### src/lep_defines.vh
// constants for the link energy power saver
`ifndef LEP_DEFINES_VH
`define LEP_DEFINES_VH
// ---------------------------------------------------------------
// register byte addresses
// ---------------------------------------------------------------
`define LEP_ADDR_CTRL      12'h000
`define LEP_ADDR_TIMER     12'h004
`define LEP_ADDR_STATUS    12'h008
// ---------------------------------------------------------------
// control register fields
// ---------------------------------------------------------------
`define LEP_CTRL_PDOWN     11
`define LEP_CTRL_AUTOPS    6
`define LEP_CTRL_LTO_HI    7
`define LEP_CTRL_LTO_LO    2
`define LEP_CTRL_ANEG      12
`define LEP_CTRL_RESET     32'h0000_1000
// ---------------------------------------------------------------
// timer register fields
// ---------------------------------------------------------------
`define LEP_TMR_SLEEP_HI   14
`define LEP_TMR_SLEEP_LO   13
`define LEP_TMR_WAKE_HI    12
`define LEP_TMR_WAKE_LO    11
`define LEP_TMR_RESET      32'h0000_2000
// ---------------------------------------------------------------
// timing
// ---------------------------------------------------------------
`define LEP_CLK_HZ         25000000
`define LEP_MS_CYCLES      (`LEP_CLK_HZ / 1000)
`define LEP_RAND_NEG_MS    80
`define LEP_RAND_POS_MS    60
`define LEP_BURST_MAX      3
// ---------------------------------------------------------------
// state lengths in milliseconds
// ---------------------------------------------------------------
`define LEP_SLEEP_MS_0     16'h03e8
`define LEP_SLEEP_MS_1     16'h07d0
`define LEP_SLEEP_MS_2     16'h0bb8
`define LEP_SLEEP_MS_3     16'h0fa0
`define LEP_WAKE_MS_0      16'h00a0
`define LEP_WAKE_MS_1      16'h0190
`define LEP_WAKE_MS_2      16'h0320
`define LEP_WAKE_MS_3      16'h07d0
`define LEP_LTO_MS_0       16'h03e8
`define LEP_LTO_MS_1       16'h07d0
`define LEP_LTO_MS_2       16'h0bb8
`define LEP_LTO_MS_3       16'h0fa0
`endif

### src/lep_ms_tick.v
// millisecond tick divider
`default_nettype none
module lep_ms_tick #(
   parameter integer DIV = 25000
) (
   // clock and reset
   input  wire clk,
   input  wire reset_n,
   // control
   input  wire run,
   output reg  tick_r
);
   reg [31:0] cnt_r;
   always @(posedge clk or negedge reset_n) begin
      if (!reset_n) begin
         cnt_r  <= 32'h0;
         tick_r <= 1'b0;
      end else if (!run) begin
         cnt_r  <= 32'h0;
         tick_r <= 1'b0;
      end else if (cnt_r >= DIV - 1) begin
         cnt_r  <= 32'h0;
         tick_r <= 1'b1;
      end else begin
         cnt_r  <= cnt_r + 32'h1;
         tick_r <= 1'b0;
      end
   end
endmodule
`default_nettype wire

### src/lep_power_saver.v
// per-port automatic power saving state machine with apb registers
// Behaviour
// RULE_01: software turns the auto power save mode on per port via control bit 6 at any time.
// RULE_02: with the mode on, the machine is in exactly one of low power, wake-up or normal.
// RULE_03: without signal energy the machine cycles low power and wake-up, default two seconds.
// RULE_04: signal energy in low power or wake-up moves the machine to normal.
// RULE_05: link loss in normal returns to low power only after the link time-out expires.
// RULE_06: after reset the machine sits in low power; the code goes to normal on the first clock as bit 6 resets clear.
// RULE_07: forced mode entered in low power cycles until energy, then stays in normal.
// RULE_08: autonegotiation turned off in normal keeps normal after a link drop.
// RULE_09: low power gates major blocks while station management stays alive in both states.
// RULE_10: the sleep interval comes from the two-bit sleep timer field.
// RULE_11: each sleep is offset randomly between minus 80 ms and plus 60 ms.
// RULE_12: wake-up sends at most three fast link pulse bursts alternating pairs a and b.
// RULE_13: the wake-up length comes from the two-bit wake-up timer field.
// RULE_14: after sending wake-up energy the machine returns to low power.
// RULE_15: link time-out length comes from control bits 7 and 2.
// RULE_16: a manual power-down bit acts independently of the automatic machine.
// RULE_17: with the mode off the machine stays in normal with timers idle.
//
// Decided for this implementation: the register offsets and register access over APB.
`default_nettype none
`include "lep_defines.vh"
module lep_power_saver #(
   parameter integer MS_DIV = `LEP_MS_CYCLES
) (
   // clock and reset
   input  wire        clk,
   input  wire        reset_n,
   // apb slave
   input  wire        psel,
   input  wire        penable,
   input  wire        pwrite,
   input  wire [11:0] paddr,
   input  wire [31:0] pwdata,
   output reg  [31:0] prdata,
   output reg         pready,
   output reg         pslverr,
   // media and link
   input  wire        signalEnergy,
   input  wire        linkUp,
   // power and wake-up outputs
   output reg         blocksPowerDown,
   output reg         manualPowerDown,
   output reg         flpBurstStart,
   output reg         flpPairB,
   output reg         stationMgmtEnable,
   output reg  [2:0]  powerState
);
   // ------------------------------------------------------------
   // states
   // ------------------------------------------------------------
   localparam [2:0] ST_LOW  = 3'b001;
   localparam [2:0] ST_WAKE = 3'b010;
   localparam [2:0] ST_NORM = 3'b100;
   // ------------------------------------------------------------
   // functions
   // ------------------------------------------------------------
   function [15:0] sleepMs;
      input [1:0] sel;
      begin
         case (sel)
            2'b00:   sleepMs = `LEP_SLEEP_MS_0;
            2'b01:   sleepMs = `LEP_SLEEP_MS_1;
            2'b10:   sleepMs = `LEP_SLEEP_MS_2;
            default: sleepMs = `LEP_SLEEP_MS_3;
         endcase
      end
   endfunction
   function [15:0] wakeMs;
      input [1:0] sel;
      begin
         case (sel)
            2'b00:   wakeMs = `LEP_WAKE_MS_0;
            2'b01:   wakeMs = `LEP_WAKE_MS_1;
            2'b10:   wakeMs = `LEP_WAKE_MS_2;
            default: wakeMs = `LEP_WAKE_MS_3;
         endcase
      end
   endfunction
   function [15:0] linkToMs;
      input [1:0] sel;
      begin
         case (sel)
            2'b00:   linkToMs = `LEP_LTO_MS_0;
            2'b01:   linkToMs = `LEP_LTO_MS_1;
            2'b10:   linkToMs = `LEP_LTO_MS_2;
            default: linkToMs = `LEP_LTO_MS_3;
         endcase
      end
   endfunction
   // ------------------------------------------------------------
   // input synchronisers
   // ------------------------------------------------------------
   reg [2:0] energySync_r;
   reg [2:0] linkSync_r;
   reg       energy_r;
   reg       link_r;
   always @(posedge clk or negedge reset_n) begin
      if (!reset_n) begin
         energySync_r <= 3'b000;
         linkSync_r   <= 3'b000;
         energy_r     <= 1'b0;
         link_r       <= 1'b0;
      end else begin
         energySync_r <= {energySync_r[1:0], signalEnergy};
         linkSync_r   <= {linkSync_r[1:0], linkUp};
         if (energySync_r[1] == energySync_r[2]) begin
            energy_r <= energySync_r[2];
         end
         if (linkSync_r[1] == linkSync_r[2]) begin
            link_r <= linkSync_r[2];
         end
      end
   end
   // ------------------------------------------------------------
   // registers
   // ------------------------------------------------------------
   reg  [31:0] ctrl_r;
   reg  [31:0] timer_r;
   reg  [2:0]  state_r;
   reg  [2:0]  state_nxt;
   wire        autoOn  = ctrl_r[`LEP_CTRL_AUTOPS];
   wire        anegOn  = ctrl_r[`LEP_CTRL_ANEG];
   wire        apbAcc  = psel && penable;
   wire [1:0]  sleepSel = timer_r[`LEP_TMR_SLEEP_HI:`LEP_TMR_SLEEP_LO];
   wire [1:0]  wakeSel  = timer_r[`LEP_TMR_WAKE_HI:`LEP_TMR_WAKE_LO];
   wire [1:0]  ltoSel   = {ctrl_r[`LEP_CTRL_LTO_HI], ctrl_r[`LEP_CTRL_LTO_LO]};
   wire        addrOk  = (paddr == `LEP_ADDR_CTRL) || (paddr == `LEP_ADDR_TIMER) ||
                         (paddr == `LEP_ADDR_STATUS);
   always @(posedge clk or negedge reset_n) begin
      if (!reset_n) begin
         ctrl_r  <= `LEP_CTRL_RESET;
         timer_r <= `LEP_TMR_RESET;
         prdata  <= 32'h0;
         pready  <= 1'b0;
         pslverr <= 1'b0;
      end else begin
         pready  <= psel && !penable;
         pslverr <= psel && !penable && !addrOk;
         if (psel && !penable) begin
            case (paddr)
               `LEP_ADDR_CTRL:   prdata <= ctrl_r;
               `LEP_ADDR_TIMER:  prdata <= timer_r;
               `LEP_ADDR_STATUS: prdata <= {27'h0, link_r, energy_r, state_r};
               default:          prdata <= 32'h0;
            endcase
         end
         if (apbAcc && pready && pwrite && (paddr == `LEP_ADDR_CTRL)) begin
            ctrl_r <= pwdata; // [RULE_01] [RULE_15] [RULE_16]
         end
         if (apbAcc && pready && pwrite && (paddr == `LEP_ADDR_TIMER)) begin
            timer_r <= pwdata; // [RULE_10] [RULE_13]
         end
      end
   end
   // ------------------------------------------------------------
   // random offset generator
   // ------------------------------------------------------------
   reg [15:0] lfsr_r;
   always @(posedge clk or negedge reset_n) begin
      if (!reset_n) begin
         lfsr_r <= 16'hace1;
      end else begin
         lfsr_r <= {lfsr_r[14:0], lfsr_r[15] ^ lfsr_r[13] ^ lfsr_r[12] ^ lfsr_r[10]};
      end
   end
   // offset 0..140 ms shifted by -80 ms
   wire [7:0]  randOfs = (lfsr_r[7:0] > 8'd140) ? (lfsr_r[7:0] - 8'd141) : lfsr_r[7:0];
   wire [15:0] sleepLen = sleepMs(sleepSel) + {8'h0, randOfs} -
                          16'd`LEP_RAND_NEG_MS; // [RULE_11]
   // ------------------------------------------------------------
   // state lengths
   // ------------------------------------------------------------
   reg  [15:0] sleepLen_r;
   wire [15:0] wakeLen = wakeMs(wakeSel);
   wire [15:0] ltoLen  = linkToMs(ltoSel);
   // ------------------------------------------------------------
   // millisecond tick and state timer
   // ------------------------------------------------------------
   wire        msTick;
   reg  [15:0] msCnt_r;
   reg  [1:0]  bursts_r;
   reg         forcedSticky_r;
   wire        timerRun = autoOn && (state_r != ST_NORM || !link_r);
   lep_ms_tick #(
      .DIV     (MS_DIV)
   ) i_lep_ms_tick (
      .clk     (clk),
      .reset_n (reset_n),
      .run     (timerRun), // [RULE_17]
      .tick_r  (msTick)
   );
   wire sleepDone = msTick && (msCnt_r >= sleepLen_r); // [RULE_03] [RULE_10]
   wire wakeDone  = msTick && (msCnt_r >= wakeLen);    // [RULE_13]
   wire ltoDone   = msTick && (msCnt_r >= ltoLen);     // [RULE_15]
   // ------------------------------------------------------------
   // state machine
   // ------------------------------------------------------------
   always @* begin
      state_nxt = state_r;
      case (state_r)
         ST_LOW: begin
            if (!autoOn) begin
               state_nxt = ST_NORM; // [RULE_17]
            end else if (energy_r) begin
               state_nxt = ST_NORM; // [RULE_04]
            end else if (sleepDone) begin
               state_nxt = ST_WAKE; // [RULE_03]
            end
         end
         ST_WAKE: begin
            if (!autoOn || energy_r) begin
               state_nxt = ST_NORM; // [RULE_04]
            end else if (wakeDone) begin
               state_nxt = ST_LOW; // [RULE_14]
            end
         end
         ST_NORM: begin
            if (autoOn && !link_r && anegOn && !forcedSticky_r && ltoDone) begin
               state_nxt = ST_LOW; // [RULE_05] [RULE_07] [RULE_08]
            end
         end
         default: state_nxt = ST_LOW;
      endcase
   end
   always @(posedge clk or negedge reset_n) begin
      if (!reset_n) begin
         state_r <= ST_LOW; // [RULE_06]
      end else begin
         state_r <= state_nxt; // [RULE_02]
      end
   end
   // ------------------------------------------------------------
   // state timer
   // ------------------------------------------------------------
   always @(posedge clk or negedge reset_n) begin
      if (!reset_n) begin
         msCnt_r <= 16'h0;
      end else if (state_nxt != state_r || !timerRun) begin
         msCnt_r <= 16'h0;
      end else if (msTick) begin
         msCnt_r <= msCnt_r + 16'h1;
      end
   end
   // ------------------------------------------------------------
   // sleep length, drawn once per sleep
   // ------------------------------------------------------------
   always @(posedge clk or negedge reset_n) begin
      if (!reset_n) begin
         sleepLen_r <= `LEP_SLEEP_MS_1;
      end else if (state_r != ST_LOW) begin
         sleepLen_r <= sleepLen; // [RULE_11]
      end
   end
   // ------------------------------------------------------------
   // forced mode tracking
   // ------------------------------------------------------------
   always @(posedge clk or negedge reset_n) begin
      if (!reset_n) begin
         forcedSticky_r <= 1'b0;
      end else if (anegOn) begin
         forcedSticky_r <= 1'b0;
      end else if (state_r == ST_LOW) begin
         forcedSticky_r <= 1'b1; // [RULE_07]
      end
   end
   // ------------------------------------------------------------
   // fast link pulse bursts
   // ------------------------------------------------------------
   always @(posedge clk or negedge reset_n) begin
      if (!reset_n) begin
         bursts_r      <= 2'd0;
         flpBurstStart <= 1'b0;
         flpPairB      <= 1'b0;
      end else begin
         flpBurstStart <= 1'b0;
         if (state_r != ST_WAKE) begin
            bursts_r <= 2'd0;
         end else if (state_nxt == ST_WAKE && msTick &&
                      msCnt_r[5:0] == 6'h0 && bursts_r < `LEP_BURST_MAX) begin
            bursts_r      <= bursts_r + 2'd1; // [RULE_12]
            flpBurstStart <= 1'b1;
            flpPairB      <= bursts_r[0];
         end
      end
   end
   // ------------------------------------------------------------
   // outputs
   // ------------------------------------------------------------
   always @(posedge clk or negedge reset_n) begin
      if (!reset_n) begin
         blocksPowerDown   <= 1'b0;
         manualPowerDown   <= 1'b0;
         stationMgmtEnable <= 1'b0;
         powerState        <= ST_LOW;
      end else begin
         blocksPowerDown   <= (state_r == ST_LOW); // [RULE_09]
         manualPowerDown   <= ctrl_r[`LEP_CTRL_PDOWN]; // [RULE_16]
         stationMgmtEnable <= 1'b1; // [RULE_09]
         powerState        <= state_r;
      end
   end
endmodule
`default_nettype wire

### config.mk
export PLATFORM = sky130hd
export DESIGN_NAME = lep_power_saver
export DESIGN_NICKNAME = d
export VERILOG_FILES = /design/src/lep_ms_tick.v /design/src/lep_power_saver.v
export VERILOG_INCLUDE_DIRS = /design/src /design/src/src
export SDC_FILE = /design/constraint.sdc
export NUM_CORES = 1
export LEC_CHECK = 0
export BUFFER_PORTS_ARGS = -buffer_cell sky130_fd_sc_hd__buf_4
export CAP_MARGIN = 10
export CELL_PAD_IN_SITES_DETAIL_PLACEMENT = 0
export CELL_PAD_IN_SITES_GLOBAL_PLACEMENT = 1
export CORE_ASPECT_RATIO = 1.75
export CORE_MARGIN = 10
export CORE_UTILIZATION = 34
export DETAILED_ROUTE_END_ITERATION = 7
export PLACE_DENSITY_LB_ADDON = 0.3
export SYNTH_ARGS = -nofsm -noshare
export SYNTH_HDL_FRONTEND = slang
export SYNTH_HIERARCHICAL = 1
export SYNTH_SLANG_ARGS = --single-unit
### constraint.sdc
create_clock -name clk -period 5.9 [get_ports clk]
set_clock_uncertainty 0.15 [all_clocks]
set_input_delay 1.475 -clock clk [delete_from_list [all_inputs] [get_ports clk]]
set_output_delay 1.475 -clock clk [all_outputs]
set_load 0.1 [all_outputs]
## After elaboration in Yosys (flattened, before gate mapping)

Index checks and enable logic that the tools add are counted.

| storage, ports and cells | value |
|---|---|
| flip-flop bits (word level) | 201 |
| bits in latches | 0 |
| bits in writable memories | 0 |
| memory bits (read-only) | 0 |
| input port bits | 51 |
| output and inout port bits | 42 |
| word-level logic and storage cells | 119 |
| memories | 0 |

| operators by class | value |
|---|---|
| add/subtract/negate cells | 6 |
| $mul | 0 |
| divide/modulo/power cells | 0 |
| $lt $le $gt $ge | 6 |
| equality and inequality tests | 18 |
| shift operators | 0 |
| multiplexer cells | 24 |
| bitwise logic cells | 4 |
| reductions and logical operators | 38 |

Operator list:

| operator | count |
|---|---|
| 32-bit case mux with 3 select lines | 1 |
| 12-bit case mux with 3 select lines | 2 |
| 32-bit 2-to-1 mux | 2 |
| 16-bit >= comparator | 3 |
| 11-bit case mux with 3 select lines | 1 |
| 32-bit by 1-bit adder with 32-bit output, second input constant | 1 |
| 32-bit by 15-bit >= comparator with 1-bit output, second input constant | 1 |
| 16-bit 2-to-1 mux | 2 |
| 1-bit logical AND | 18 |
| 3-bit 2-to-1 mux | 6 |
| 16-bit by 1-bit adder with 16-bit output, second input constant | 1 |
| 16-bit by 8-bit adder with 16-bit output | 1 |
| 16-bit by 7-bit subtractor with 16-bit output, second input constant | 1 |
| 12-bit by 3-bit == test with 1-bit output, second input constant | 1 |
| 12-bit by 4-bit == test with 1-bit output, second input constant | 1 |
| 12-bit logical NOT | 1 |
| 3-bit case mux with 3 select lines | 1 |
| 8-bit greater-than comparator, second input constant | 1 |
| 8-bit 2-to-1 mux | 1 |
| 8-bit subtractor, second input constant | 1 |
| 2-bit by 1-bit == test with 1-bit output, second input constant | 3 |
| 2-bit == test, second input constant | 3 |
| 3-bit by 2-bit == test with 1-bit output, second input constant | 2 |
| 1-bit logical NOT | 6 |
| other kinds (18) | 35 |

## Depth between registers and ports, before layout

Gate-level depths: netlist (run 1).

| depth | value |
|---|---|
| word-level depth | 13 |
| gate-level depth with buffers | 17 |
| mapped depth without buffers | 17 |

## Hierarchy

The synthesis (run 1) kept the hierarchy.

Modules (own cells, without submodules):

| module | instances | cells each | area an instance (um^2) | seq. area each (um^2) |
|---|---|---|---|---|
| lep_power_saver | 1 | 706 | 7915.1 | 4151.5 |
| lep_ms_tick | 1 | 105 | 1357.6 | 825.8 |

## Worst setup path after synthesis (run 1)

No wires, ideal clock.

| timing | value |
|---|---|
| path kind | reg-to-reg |
| start | register lfsr_r[0] |
| end | register sleepLen_r[11] |
| setup time | 0.136 ns |
| arrival | 3.379 ns |
| required time | 5.614 ns |
| setup slack | 2.236 ns |
| cell stages (with the launch flop) | 17 |
| path buffers | 0 |
| clock period less this slack | 3.664 ns |
| path through | dfstp_2 inv_1 ha_1 inv_1 and3_1 o41ai_1 a211oi_1 xnor2_1 ha_1 inv_1 ha_1 a21o_1 a21o_1 a21oi_1 nor2b_1 o32ai_1 o21ai_0 |

| on the way | value |
|---|---|
| cells in the longest elaborated chain, start to end | 4 |
| elaborated cells on any way between the ends | 5 |
| those cells by class | 3 x add/sub; 1 x order compare; 1 x mux |

RTL lines:

| item | RTL line | RTL |
|---|---|---|
| start: declaration | lep_power_saver.v:160 | `reg [15:0] lfsr_r;` |
| start signal: assignment | lep_power_saver.v:165 | `lfsr_r <= {lfsr_r[14:0], lfsr_r[15] ^ lfsr_r[13] ^ lfsr_r[12] ^ lfsr_r[10]};` |
| 8-bit subtractor or 8-bit greater-than comparator (tied branches) | lep_power_saver.v:169 | `wire [7:0] randOfs = (lfsr_r[7:0] > 8'd140) ? (lfsr_r[7:0] - 8'd141) : lfsr_r[7:0];` |
| 8-bit 2-to-1 mux * | lep_power_saver.v:169 |  |
| 16-bit by 8-bit adder with 16-bit output * | lep_power_saver.v:170 | `wire [15:0] sleepLen = sleepMs(sleepSel) + {8'h0, randOfs} -` |
| 16-bit by 7-bit subtractor with 16-bit output (no source line) * | n/a |  |
| end signal: assignment | lep_power_saver.v:251 | `` sleepLen_r <= `LEP_SLEEP_MS_1; `` |
| end signal: assignment | lep_power_saver.v:253 | `sleepLen_r <= sleepLen;` |
| end: declaration | lep_power_saver.v:175 | `reg [15:0] sleepLen_r;` |

Mark *: on every way between the ends. The rest lies on a longest branch, timed or not.
A chain may end at the register's enable or synchronous reset.

## Worst setup path in the final report (run 1)

| timing | value |
|---|---|
| start | input paddr[5] |
| end | register ctrl_r[13] |

| on the way | value |
|---|---|
| cells in the longest elaborated chain, start to end | 2 |

RTL lines:

| item | RTL line | RTL |
|---|---|---|
| start: declaration | lep_power_saver.v:34 | `input wire [11:0] paddr,` |
| 12-bit logical NOT | n/a |  |
| 1-bit logical AND | lep_power_saver.v:149 | `` if (apbAcc && pready && pwrite && (paddr == `LEP_ADDR_CTRL)) begin `` |
| end signal: assignment | lep_power_saver.v:133 | `` ctrl_r <= `LEP_CTRL_RESET; `` |
| end signal: assignment | lep_power_saver.v:150 | `ctrl_r <= pwdata;` |
| end: declaration | lep_power_saver.v:119 | `reg [31:0] ctrl_r;` |

Every way passes these cells.

==> impl_metrics.ini, run 1 <==
[run_status]
status = finished clean

[power]
p_leak_uw = 0.00516
powerDensity_nw_per_um2 = 295
irDropWorstVdd_mv = 0.247

[clock_tree]
cts_tree = built
cts_buffers = 17
clk_pin_slew_ns = 0.07
clkSinkCount = 198
cts_buffer_depth = 2
htreeDepth = 4
cts_setup_buffers = 0
cts_hold_buf = 0
cts.repair.resized = 0
clock_latency_ns = 0.45
cts-root-buf = clkbuf_16

[placement]
placed_cell_area_um2 = 10400
gp_congestion = 0.800
portBuffers = 92
dpl.hpwl_um = 15900

[global_routing]
grt_pass1_vias = 6951
grt.overflow.total = 0
antenna_found_initial = 0
grt_max_degree = 130
grt_usage = 0.138
grt_pass1_wl_um = 37000

[sta]
tns_ns = 0
rsz0062_at_grt = no
setup_viol = 0
hold_viol_final = 0
maxSlewViolCount = 0
fin_crit_ns = 3.75
fmax_mhz = 267
fin_crit_sh = 0.635
tightestPinTransition_ns = 1.18
maxSlewHeadroom = 0.206

[floorplan]
dieArea_um2 = 34500
fp-row-count = 79
start_util = 0.346
coreArea_um2 = 26800
die_h_um = 238
ios = 93
dieWidth_um = 145

[setup_path]
r2r-end = sleepLen_r[11]
slowest_stage = and2_1
cp.required_ns = 6.08
r2r-start = lfsr_r[1]
path_cells = buf_4, nor4_1, nand3_1, nor3_4, buf_4, and2_1, buf_4, mux2_2
startpoint = paddr[5]
cpMostUsedCell = buf_4
r2r_slack_ns = 2.25
end_kind = flip-flop
worstRegToRegCells = 16
cp_max_fo = 28
endpoint = ctrl_r[13]
critPathMaxStageDelay_ns = 0.51
crit_type = in -> reg
worst_setup_path_start_kind = input port
arrival_ns = 3.93

[logic_synthesis]
ys_seq_area_frac = 0.537
synthMuxAreaShare = 0.0807
syn_inst = 811
async_flop_share = 1.00
synthFlopType = dfrtp_1
yosysUniqueCellTypes = 68
synth_xor_area_frac = 0.0368
yosys.area_share.simple = 0.129
ys_top_cells_by_area = dfrtp_1, mux2_2, ha_1
syn_area_per_cell_um2 = 11.4
synth-adder-area-share = 0.0691
ys_warn_count = 6
synth_edf_count = 0
yosysTopAreaCellShare = 0.486
synth_top_family_by_area = simple AND/OR/NAND/NOR gates
synth-compound-area-share = 0.110
yosysTopAreaCell = dfrtp_1
ys_ff_latch = 198
syn_area_um2 = 9270

[drt]
ant_nets = 0
drc_errors = 0
drt_first_iter_violations = 286
wl_um = 22300
via_per_inst = 4.94
vias = 6383
drt_first_pass_iters = 5
post_drt_wl_per_cell_um = 17.3

[layout]
area_growth_pct = 19.2
nets = 1015
finalInstanceArea_um2 = 11100
n_antenna_cell = 0
drive_gt1_frac = 0.269

[run]
maxCapViolations = 0

[worst_hold_path]
min_path_type = reg -> reg
[synthesized netlist by cell type, types with 3 or more instances]
library cell,instances
a31oi_1,3
nand4_1,27
nand2b_1,6
buf_6,3
mux2_2,62
clkbuf_1,21
buf_1,4
mux2i_1,5
dfrtp_1,180
or3_1,6
a22oi_1,27
o21a_1,4
xnor2_1,27
nor3_1,12
nor2b_1,3
a21oi_2,10
ha_1,48
or4_1,3
dfstp_2,18
o21ai_0,52
a21o_1,6
xor2_1,12
nor3_2,11
nand3_1,12
buf_2,5
nand2_1,61
nor4_1,8
inv_1,45
o211ai_1,3
or3b_2,3
nor2_1,36
a21oi_1,35
and3_1,10
[power breakdown]
group / switching [µW] / internal (µW) / total (µW)
registers: 49.5 / 1420 / 1470
clock network: 566 / 687 / 1250
logic: 382 / 160 / 542
[layer usage]
metal / vias to the layer above / part of all wire / GRT usage
li1: 3063 / - / -
met1: 3196 / 0.38 / 0.146
met2: 104 / 0.55 / 0.250
met3: 20 / 0.043 / 0.0364
met4: 0 / 0.022 / 0.0547
met5: - / 0 / 0
[area by class of cell]
cell class / instances / area, µm²
Clock buffer: 17 / 425
Clock inverter: 15 / 208
Fill cell: 2596 / 15700
Inverter: 45 / 169
Multi-Input combinational cell: 550 / 4030
Sequential cell: 198 / 4980
Tap cell: 364 / 455
Timing Repair Buffer: 103 / 795
[worst max-delay path: cells and delay by family]
family                 cells  cell delay, ns
and+or+nand+nor            4            1.18
buffers and inverters      3            0.88
muxes                      1            0.37
[cell usage in the layout (no fill, tap or decap), drive strengths merged, types with 2 or more instances in the layout]
cell,count
mux2,62
ha,48
buf,101
nor2,37
clkbuf,18
o211ai,3
bufinv,3
a22oi,27
a21o,6
o21a,4
or3b,3
nand2b,6
clkinv,2
nand4,28
nor3,24
and3,10
a31oi,3
or3,7
clkinvlp,2
inv,53
o31a,2
nand3b,2
o21ai,53
dfstp,18
nor3b,3
or4,5
o211a,2
nor4,9
nor2b,3
dfrtp,180
nand3,12
mux2i,5
conb,18
xnor2,27
a211oi,3
a21oi,45
xor2,12
maj3,2
nand2,61
[per-stage QoR]
stage          worst slack (ns)  hold WS, ns  total power (µW)  utilization  std cells
3_5_place_dp               1.66        0.185              2050        0.389       1260
6_report                   2.15        0.197              3270        0.413       1292
3_3_place_gp               1.60        0.184              2050        0.389       1259
4_1_cts                    2.15        0.200              3320        0.413       1292
5_1_grt                    1.89        0.206              3430        0.413       1292
2_1_floorplan              2.24        0.181              1880            -        827
[worst min-delay path by stage]
stage | start | endpoint | slack (ns) | depth (start not counted)
floorplan | energySync_r[0] | energySync_r[1] | 0.18 | 0
finish | linkSync_r[0] | linkSync_r[1] | 0.20 | 0
global route | lfsr_r[9] | lfsr_r[10] | 0.21 | 0
global placement | energySync_r[0] | energySync_r[1] | 0.18 | 0
detailed placement | linkSync_r[0] | linkSync_r[1] | 0.18 | 0
CTS | linkSync_r[0] | linkSync_r[1] | 0.20 | 0
[state kept, by name, summed over array words and instances (netlist names)]
signal                count
prdata                   32
energy_r                  1
i_lep_ms_tick/tick_r      1
blocksPowerDown           1
forcedSticky_r            1
powerState                3
pslverr                   1
pready                    1
linkSync_r                3
energySync_r              3
flpPairB                  1
timer_r                  32
i_lep_ms_tick/cnt_r      32
bursts_r                  2
sleepLen_r               13
msCnt_r                  16
flpBurstStart             1
state_r                   3
lfsr_r                   16
manualPowerDown           1
link_r                    1
ctrl_r                   32
stationMgmtEnable         1
[logic make-up (layout without fill, tap and decap cells)]
family	after synthesis	count (layout)
adder cells (fa/ha/maj)	51	51
XOR/XNOR	39	39
other	2	18
multiplexers	67	67
buffers and inverters	79	180
AND/OR/NAND/NOR	215	215
AO/OA/AOI/OAI	160	160
flip-flops	198	198
(Power assumes the default switching activity.)
==> run 2: changes to the inputs <==
==> constraint.sdc (replaced) <==
create_clock -name clk -period 3.87 [get_ports clk]
set_clock_uncertainty 0.15 [all_clocks]
set_input_delay 0.9675 -clock clk [delete_from_list [all_inputs] [get_ports clk]]
set_output_delay 0.9675 -clock clk [all_outputs]
set_load 0.1 [all_outputs]
==> run 2 against run 1 <==
  * Sequential power is 52% higher
  * Clock power rose by 46%
  * Final cell count up 0.54%
  * First-iteration DRC count is 8.4% lower
  * Highest routed layer unchanged
  * Total power grew 51%
  * Non-clock buffer count up 7
  * Largest power group unchanged
==> impl_metrics.ini, run 2 (same netlist as run 1, synthesis figures left out) <==
[run]
maxCapViolations = 0

[drt]
post_drt_wl_per_cell_um = 17.3
drc_errors = 0
drt_first_iter_violations = 262
vias = 6429
wl_um = 22500
ant_nets = 0
via_per_inst = 4.95
wl_met1_um = 8770
met3_wirelength_um = 933
highest_layer = met4
drt_first_pass_iters = 4
route.met2.wl_um = 12300

[power]
p_leak_uw = 0.00519
irDropWorstVdd_mv = 0.319
powerDensity_nw_per_um2 = 443

[setup_path]
r2r_slack_ns = 0.36
worstRegToRegCells = 16
end_kind = flip-flop
cp.required_ns = 4.05
startpoint = lfsr_r[0]
crit_type = reg -> reg
worst_setup_path_start_kind = flip-flop
endpoint = sleepLen_r[11]
r2r-end = sleepLen_r[11]
arrival_ns = 3.69
r2r-start = lfsr_r[0]
cp_max_fo = 4

[sta]
tightestPinTransition_ns = 0.726
fmax_mhz = 285
fin_crit_ns = 3.51
hold_viol_final = 0
maxSlewViolCount = 0
rsz0062_at_grt = no
fin_crit_sh = 0.908
tns_ns = 0
setup_viol = 0
holdWs_ns = 0.201
maxSlewHeadroom = 0.515

[clock_tree]
cts_buffers = 17
cts_setup_buffers = 0
cts_hold_buf = 0
htreeDepth = 4
clkSinkCount = 198
clock_latency_ns = 0.45
clk_pin_slew_ns = 0.07
cts_tree = built
cts.repair.resized = 0
cts-root-buf = clkbuf_16
cts_buffer_depth = 2

[run_status]
status = finished clean

[layout]
layout_common_cells = dfrtp_1, buf_4, mux2_2
final_core_util = 0.414
n_antenna_cell = 0
finalInstanceArea_um2 = 11100
nets = 1022
drive_gt1_frac = 0.272
num-fill-cells = 2600
mostFrequentLayoutCell = dfrtp_1
area_growth_pct = 19.7

[global_routing]
grt_max_degree = 67
grt_usage = 0.138
grt_pass1_vias = 6914
grt.overflow.total = 0
grt_pass1_wl_um = 36800
antenna_found_initial = 0

[floorplan]
fp-row-count = 79
die_h_um = 238
start_util = 0.346
coreArea_um2 = 26800
dieWidth_um = 145
ios = 93
dieArea_um2 = 34500

[placement]
dpl.hpwl_um = 16000
portBuffers = 92
gp_congestion = 0.825
placed_cell_area_um2 = 10500

[worst_hold_path]
min_path_type = reg -> reg
[run 2: cell count changes in the layout (fill, tap and decap cells not counted)]
cell	delta
buf_4	+6
inv_6	-4
clkbuf_1	+3
inv_8	-3
buf_12	+2
clkinv_2	+2
clkinv_4	+2
clkbuf_8	+1
clkdlybuf4s18_2	-1
clkinv_8	-1
[run 2: metrics by stage]
step	total power [µW]	instances	setup slack, ns
final	4920	1299	0.358
after global routing	5160	1299	0.0671
after detailed placement	3140	1267	0.333
after global placement	3140	1267	0.405
after CTS	4990	1299	0.337
after floorplan	2860	827	0.206
[run 2: critical path, stage by stage (launching register included)]
cell and delay [ns]:
dfstp_2 0.38, inv_1 0.09, ha_1 0.17, inv_1 0.05, and3_1 0.20, o41ai_1 0.44, a211oi_1 0.12, xnor2_1 0.16
ha_1 0.33, inv_1 0.05, ha_1 0.28, a21o_1 0.17, a21o_1 0.19, a21oi_1 0.23, nor2b_1 0.07, o32ai_1 0.21
o21ai_0 0.10
[run 2: where the power goes]
part,internal [µW],switching (µW),leakage [µW]
logic,253,598,0.00230
registers,2170,73.1,0.00260
clock network,1040,793,0.000288
[run 2: per-layer routing]
layer  vias up  track usage
met5         -            0
met4         0       0.0532
met3        27       0.0364
met2       112        0.252
met1      3207        0.147
li1       3083            -
[run 2: worst min-delay path by stage]
stage | start | to | slack, ns | cells past startpoint
finish | energySync_r[0] | energySync_r[1] | 0.20 | 0
global route | energySync_r[0] | energySync_r[1] | 0.23 | 0
CTS | energySync_r[0] | energySync_r[1] | 0.20 | 0
detailed placement | energySync_r[0] | energySync_r[1] | 0.19 | 0
global placement | linkSync_r[0] | linkSync_r[1] | 0.18 | 0
floorplan | energySync_r[0] | energySync_r[1] | 0.18 | 0
[run 2: final cells by class]
type | count | area [µm²] | area share
tap | 364 | 455 | 0.0410
clock inverter | 11 | 150 | 0.0135
clock buffer | 21 | 450 | 0.0406
inverter | 45 | 169 | 0.0152
sequential | 198 | 4980 | 0.448
multi-input combinational | 550 | 4030 | 0.363
timing repair buffer | 110 | 870 | 0.0784
